--- config.mk ---
export PLATFORM = sky130hd
export DESIGN_NAME = gpa_master_flat
export DESIGN_NICKNAME = d
export VERILOG_FILES = /design/src/rtl/gpa_pkg.sv /design/src/rtl/gpa_link_if.sv /design/src/rtl/gpa_master.sv /design/src/flat_wrapper.sv
export SDC_FILE = /design/constraint.sdc
export NUM_CORES = 1
export LEC_CHECK = 0
export BUFFER_PORTS_ARGS = -buffer_cell sky130_fd_sc_hd__buf_4
export CAP_MARGIN = 30
export CORE_MARGIN = 1
export CORE_UTILIZATION = 56
export CTS_BUF_LIST = sky130_fd_sc_hd__clkbuf_4
export CTS_CLUSTER_SIZE = 16
export DETAILED_ROUTE_END_ITERATION = 8
export PLACE_DENSITY = 0.85
export SLEW_MARGIN = 30
export SYNTH_ARGS = -nofsm -noshare
export SYNTH_HDL_FRONTEND = slang
export SYNTH_SLANG_ARGS = --single-unit
--- constraint.sdc ---
create_clock -name ref_clk -period 2.7 [get_ports ref_clk]
set_clock_uncertainty 0.1 [all_clocks]
set_input_delay 0 -clock ref_clk [delete_from_list [all_inputs] [get_ports ref_clk]]
set_output_delay 0 -clock ref_clk [all_outputs]
set_load 0.1 [all_outputs]
--- src/rtl/gpa_pkg.sv ---
// Package for the graphics port request/grant arbitration ends
// Summary of operation
// - Master raises request when needing the bus
// - Request held until one clock before pipe ends
// - Pipe without request marks last; pipe drops next
// - No request reassertion to extend an enqueue
// - Pack many requests into one enqueue
// - Request dropped with frame if nothing pending
// - Sideband-enabled master never uses pipe
// - Arbiter drives status, valid only with grant
// - Pipe within two clocks of full grant
// - Frame starts on the full-grant clock
// - Frame only while granted and bus idle
// - Late frame allowed while grant stays
// - Arbiter may withdraw grant any clock
// - No new grant until start window passes
// - Each grant clock extends the windows
package gpa_pkg;
    localparam logic [2:0] GPA_ST_START = 3'h7;
    localparam logic [2:0] GPA_ST_IDLE = 3'h0;
    localparam int GPA_PIPE_WIN = 2;
    localparam int GPA_FRAME_WIN = 1;
    localparam int GPA_REQ_W = 8;
    localparam logic [7:0] GPA_ONE = 8'h01;
    localparam logic [7:0] GPA_ZERO = 8'h00;

    typedef enum logic [1:0] {
        GPA_KIND_NONE,
        GPA_KIND_PCI,
        GPA_KIND_PIPE
    } gpa_kind_type;
endpackage : gpa_pkg

--- src/rtl/gpa_link_if.sv ---
// Interface joining the arbiter and the graphics master; all strobes active low, st is a 3-bit status
interface gpa_link_if;
    logic req_n;
    logic gnt_n;
    logic [2:0] st;
    logic pipe_n;
    logic frame_n;

    modport arbiter (
        input req_n,
        input pipe_n,
        input frame_n,
        output gnt_n,
        output st
    );

    modport master (
        output req_n,
        output pipe_n,
        output frame_n,
        input gnt_n,
        input st
    );
endinterface : gpa_link_if

--- src/rtl/gpa_master.sv ---
// Graphics master end: requests, then starts pipe or frame cycles
module gpa_master (
    // Clock and reset
    input wire logic ref_clk,
    input wire logic srst,
    // Link
    gpa_link_if.master link,
    // User side
    input wire logic start_valid,
    input wire gpa_pkg::gpa_kind_type start_kind,
    input wire logic [gpa_pkg::GPA_REQ_W-1:0] start_count,
    input wire logic more_pending,
    input wire logic sba_enable,
    output logic start_ready,
    output logic busy,
    output logic forfeit
);
    import gpa_pkg::*;

    typedef enum logic [1:0] {M_IDLE, M_WAIT, M_PIPE, M_LAST} gpa_mstate_type;
    typedef struct packed {
        gpa_mstate_type st;
        gpa_kind_type kind;
        logic [GPA_REQ_W-1:0] left;
        logic more;
        logic req_n;
        logic pipe_n;
        logic frame_n;
        logic ready;
        logic busy;
        logic forfeit;
        logic gap;
        logic armed;
        logic used;
    } gpa_mreg_type;

    gpa_mreg_type s_r, s_nxt;
    logic granted;

    assign granted = !link.gnt_n && link.st == GPA_ST_START;

    always_comb begin
        s_nxt = s_r;
        s_nxt.forfeit = 1'b0;
        s_nxt.frame_n = 1'b1;
        s_nxt.gap = 1'b0;
        unique case (s_r.st)
            M_IDLE: begin
                s_nxt.ready = !s_r.gap;
                if (start_valid && s_r.ready && start_kind != GPA_KIND_NONE
                        && !(start_kind == GPA_KIND_PIPE && sba_enable)) begin
                    s_nxt.st = M_WAIT;
                    s_nxt.kind = start_kind;
                    s_nxt.left = (start_count == GPA_ZERO) ? GPA_ONE : start_count;
                    s_nxt.more = more_pending;
                    s_nxt.req_n = 1'b0;
                    s_nxt.ready = 1'b0;
                    s_nxt.busy = 1'b1;
                end
            end
            M_WAIT: begin
                if (granted && s_r.kind == GPA_KIND_PCI) begin
                    s_nxt.frame_n = 1'b0;
                    s_nxt.req_n = s_r.more ? 1'b0 : 1'b1;
                    s_nxt.st = M_IDLE;
                    s_nxt.busy = 1'b0;
                end else if (granted) begin
                    s_nxt.pipe_n = 1'b0;
                    s_nxt.req_n = (s_r.left == GPA_ONE);
                    s_nxt.left = s_r.left - GPA_ONE;
                    s_nxt.st = (s_r.left == GPA_ONE) ? M_LAST : M_PIPE;
                end
            end
            M_PIPE: begin
                s_nxt.left = s_r.left - GPA_ONE;
                // request drops one clock before pipe
                if (s_r.left == GPA_ONE) begin
                    s_nxt.req_n = 1'b1;
                    s_nxt.st = M_LAST;
                end
            end
            M_LAST: begin
                // pipe drops after the last request
                s_nxt.pipe_n = 1'b1;
                s_nxt.st = M_IDLE;
                s_nxt.busy = 1'b0;
                s_nxt.gap = 1'b1;
            end
            default: s_nxt.st = M_IDLE;
        endcase
        // unused grant forfeits start
        // Only a grant met while idle can lapse; a waiting master starts at once
        s_nxt.used = granted && (s_r.used || s_r.st == M_WAIT);
        s_nxt.armed = granted && !s_nxt.used;
        s_nxt.forfeit = s_r.armed && !granted;
    end

    always_ff @(posedge ref_clk) begin
        if (srst) begin
            s_r <= '{st: M_IDLE, kind: GPA_KIND_NONE, left: '0, more: 1'b0,
                     req_n: 1'b1, pipe_n: 1'b1, frame_n: 1'b1, ready: 1'b0,
                     busy: 1'b0, forfeit: 1'b0, gap: 1'b0, armed: 1'b0, used: 1'b0};
        end else begin
            s_r <= s_nxt;
        end
    end

    assign link.req_n = s_r.req_n;
    assign link.pipe_n = s_r.pipe_n;
    assign link.frame_n = s_r.frame_n;
    assign start_ready = s_r.ready;
    assign busy = s_r.busy;
    assign forfeit = s_r.forfeit;
endmodule : gpa_master

--- src/flat_wrapper.sv ---
// flat-port wrapper written by rule: the top's interface ports become plain ports
module gpa_master_flat import gpa_pkg::*;
  (ref_clk, srst, start_valid, start_kind, start_count, more_pending, sba_enable, start_ready, busy, forfeit, link_req_n, link_pipe_n, link_frame_n, link_gnt_n, link_st);
  gpa_link_if link_i ();
  input wire logic ref_clk;
  input wire logic srst;
  input wire logic start_valid;
  input wire gpa_pkg::gpa_kind_type start_kind;
  input wire logic [gpa_pkg::GPA_REQ_W-1:0] start_count;
  input wire logic more_pending;
  input wire logic sba_enable;
  output logic start_ready;
  output logic busy;
  output logic forfeit;
  output wire logic [$bits(link_i.req_n)-1:0] link_req_n;
  output wire logic [$bits(link_i.pipe_n)-1:0] link_pipe_n;
  output wire logic [$bits(link_i.frame_n)-1:0] link_frame_n;
  input wire logic [$bits(link_i.gnt_n)-1:0] link_gnt_n;
  input wire logic [$bits(link_i.st)-1:0] link_st;
  assign link_req_n = link_i.req_n;
  assign link_pipe_n = link_i.pipe_n;
  assign link_frame_n = link_i.frame_n;
  assign link_i.gnt_n = link_gnt_n;
  assign link_i.st = link_st;
  gpa_master u_core (.ref_clk(ref_clk), .srst(srst), .link(link_i), .start_valid(start_valid), .start_kind(start_kind), .start_count(start_count), .more_pending(more_pending), .sba_enable(sba_enable), .start_ready(start_ready), .busy(busy), .forfeit(forfeit));
endmodule
==> results.py <==
metrics = {
    "sta": {
        "maxSlewViolCount": 0,
        "fin_ws_ns": 0.3920,
        "rsz0062_at_grt": "false",
        "finalCritPeriodShare_pct": 85.48,
        "min_period_ns": 2.308,
        "finalHoldViolCount": 0,
        "relSlewSlack_pct": 67.28,
        "fmaxAchievable_mhz": 433.3,
        "fin_hold_ws_ns": 0.005436,
        "setup_violations": 0,
        "tns_ns": 0,
        "tightestPinTransition_ns": 0.4890,
    },
    "yosys": {
        "synthesis.instances": 144,
        "synth.distinct_cells": 43,
        "synth_top_family_by_area": "simple AND/OR/NAND/NOR gates",
        "ys_top_cells_by_area": "dfxtp_1, ha_1, nor2_1, a21oi_1, a211oi_1",
        "ys_warn_count": 0,
        "synth_nets": 170,
        "muxShareOfSynthArea_pct": 1.631,
        "synth_xor_area_share_pct": 2.854,
        "ys_seq_area_share_pct": 35.88,
        "avgSynthCellArea_um2": 8.524,
        "synth_area_leader_cell": "dfxtp_1",
        "synth-compound-area-share_pct": 19.88,
        "syn_area_um2": 1227,
        "async_flop_share_pct": 0,
        "synth_ff_type": "dfxtp_1",
        "synth_seq_cells": 22,
        "synth_adder_area_share_pct": 7.136,
        "synth_top_area_share_pct": 35.88,
        "synth_simple_gate_area_share_pct": 28.75,
        "synth_edf_count": 0,
    },
    "power": {
        "p_leak_nw": 0.6504,
        "ir_worst_vdd_uv": 448.0,
        "power_mw": 0.9154,
        "power_density_nw_per_um2": 585.8,
    },
    "grt": {
        "grt_max_degree": 20,
        "grt_pass1_wl_mm": 4.850,
        "grt-ovfl-total": 0,
        "track_usage_pct": 26.23,
        "antenna_found_initial": 0,
        "grt_pass1_vias": 1083,
    },
    "job": {
        "maxCapViolations": 0,
    },
    "route": {
        "ant_nets": 0,
        "drtIter0Drc": 58,
        "wl_met1_mm": 1.323,
        "remaining_drc_errors": 0,
        "first_pass_iters": 5,
        "dr.max_layer_used": "met4",
        "wl_per_cell_um": 15.48,
        "wl_met3_um": 182,
        "via_count": 1239,
        "route.final.wire_length_mm": 3.174,
        "vias_per_cell": 6.044,
        "wl_met2_mm": 1.597,
    },
    "floorplanning": {
        "die_h_um": 48.82,
        "design.portCount": 25,
        "die_area_um2": 2383,
        "die_w_um": 48.82,
        "coreArea_um2": 2002,
        "initial_core_util_pct": 61.31,
        "std_cell_rows": 16,
    },
    "outcome": {
        "run_status": "complete, no violations",
    },
    "clocking": {
        "cts.clk_slew.worst_paths_ns": 0.12,
        "post-cts-setup-buffers": 0,
        "htree_levels": 1,
        "insertion_delay_ns": 0.31,
        "cts_resized": 0,
        "cts_max_path_buffers": 2,
        "cts_hold_buf": 11,
        "cts_tree": "yes",
        "cts_buffers": 3,
        "clock_sinks": 22,
        "cts_root_buf": "clkbuf_4",
    },
    "place": {
        "place_area_um2": 1420,
        "dpl.cell_count": 190,
        "dpl.hpwl_mm": 1.955,
        "routabilityCongestion": 0.8062,
        "port-buffer-count": 24,
        "dp_slack_ns": 0.5682,
    },
    "worst_setup_path": {
        "start_kind": "register",
        "critPathMaxFanout": 9,
        "crit_arrival_ns": 2.40,
        "critical_path_class": "register to register",
        "critPathCaptureType": "register",
        "r2r_cells": 7,
        "crit_required_ns": 2.79,
    },
    "final_layout": {
        "multi_input_area_um2": 739.5,
        "fin_util_pct": 78.06,
        "stdcell_count": 205,
        "diodes": 0,
        "register_area_um2": 440.4,
        "stdcell_area_um2": 1563,
        "nFillCells": 149,
        "final_net_count": 206,
        "layout_commonest_cell": "buf_4",
        "area_delta_synth_final_pct": 27.32,
        "mostFrequentLayoutCells": "buf_4, dfxtp_1, nor2_1, dlygate4sd3_1, a21oi_1",
        "drive_gt1_share_pct": 17.98,
    },
    "worst_hold_path": {
        "hold_depth": 3,
        "hp-class": "input pin to register",
    },
}
## logic make-up after synthesis
| group | count (synthesis) |
|---|---|
| mux | 2 |
| simple gates | 62 |
| flops | 22 |
| buf+inv | 12 |
| fa+ha+maj | 7 |
| compound gates | 35 |
| xor+xnor | 4 |
## critical path, stage by stage (launching register included)
cell and delay (ns):
dfxtp_1 0.43, inv_1 0.11, ha_1 0.29, nand2b_1 0.11, a2bb2oi_1 0.29, nand3b_1 0.37, o211ai_1 0.35, o31ai_1 0.13
## layer usage
metal / vias up / track usage, %
li1: 595 / -
met1: 571 / 32.49
met2: 65 / 46.06
met3: 8 / 3.738
met4: 0 / 9.314
met5: - / 0
## sequential cells by signal, indices dropped and copies added, names as in the netlist, named ones only
signal	cells
u_core.busy	1
u_core.start_ready	1
u_core.link.frame_n	1
u_core.forfeit	1
u_core.s_r	15
u_core.link.req_n	1
u_core.link.pipe_n	1
## final timing paths
kind | startpoint | end | slack [ns]
setup / recovery | u_core.s_r[20] | u_core.s_r[12] | 0.39
setup reg to reg | u_core.s_r[20] | u_core.s_r[12] | 0.39
hold / removal | link_gnt_n | u_core.s_r[0] | 0.005
hold reg to reg | u_core.link.req_n | u_core.link.req_n | 0.39
## cell type report
cell class | instances | share of cell area (%)
Multi-Input combinational cell | 110 | 47.32
Sequential cell | 22 | 28.18
Timing Repair Buffer | 36 | 19.22
Tap cell | 27 | 2.162
Inverter | 7 | 1.681
Clock buffer | 3 | 1.441
## synth_stat cells, drive strengths merged (2+ instances only)
library cell	n
a211o	2
xor2	4
nor2b	5
nor3b	3
a221oi	3
ha	7
nor3	8
nand2	7
nor2	15
nand3	4
nand2b	5
dfxtp	22
o21ai	5
and3	3
a21oi	9
buf	3
nor4	3
o31ai	2
a211oi	6
mux2i	2
clkbuf	2
inv	7
## power breakdown
| part | total, mW | internal [mW] | switching [mW] |
|---|---|---|---|
| sequential | 0.383 | 0.356 | 0.0276 |
| combinational | 0.380 | 0.151 | 0.229 |
| clock | 0.152 | 0.0521 | 0.100 |
No activity file was read; power rests on OpenSTA's default activity.
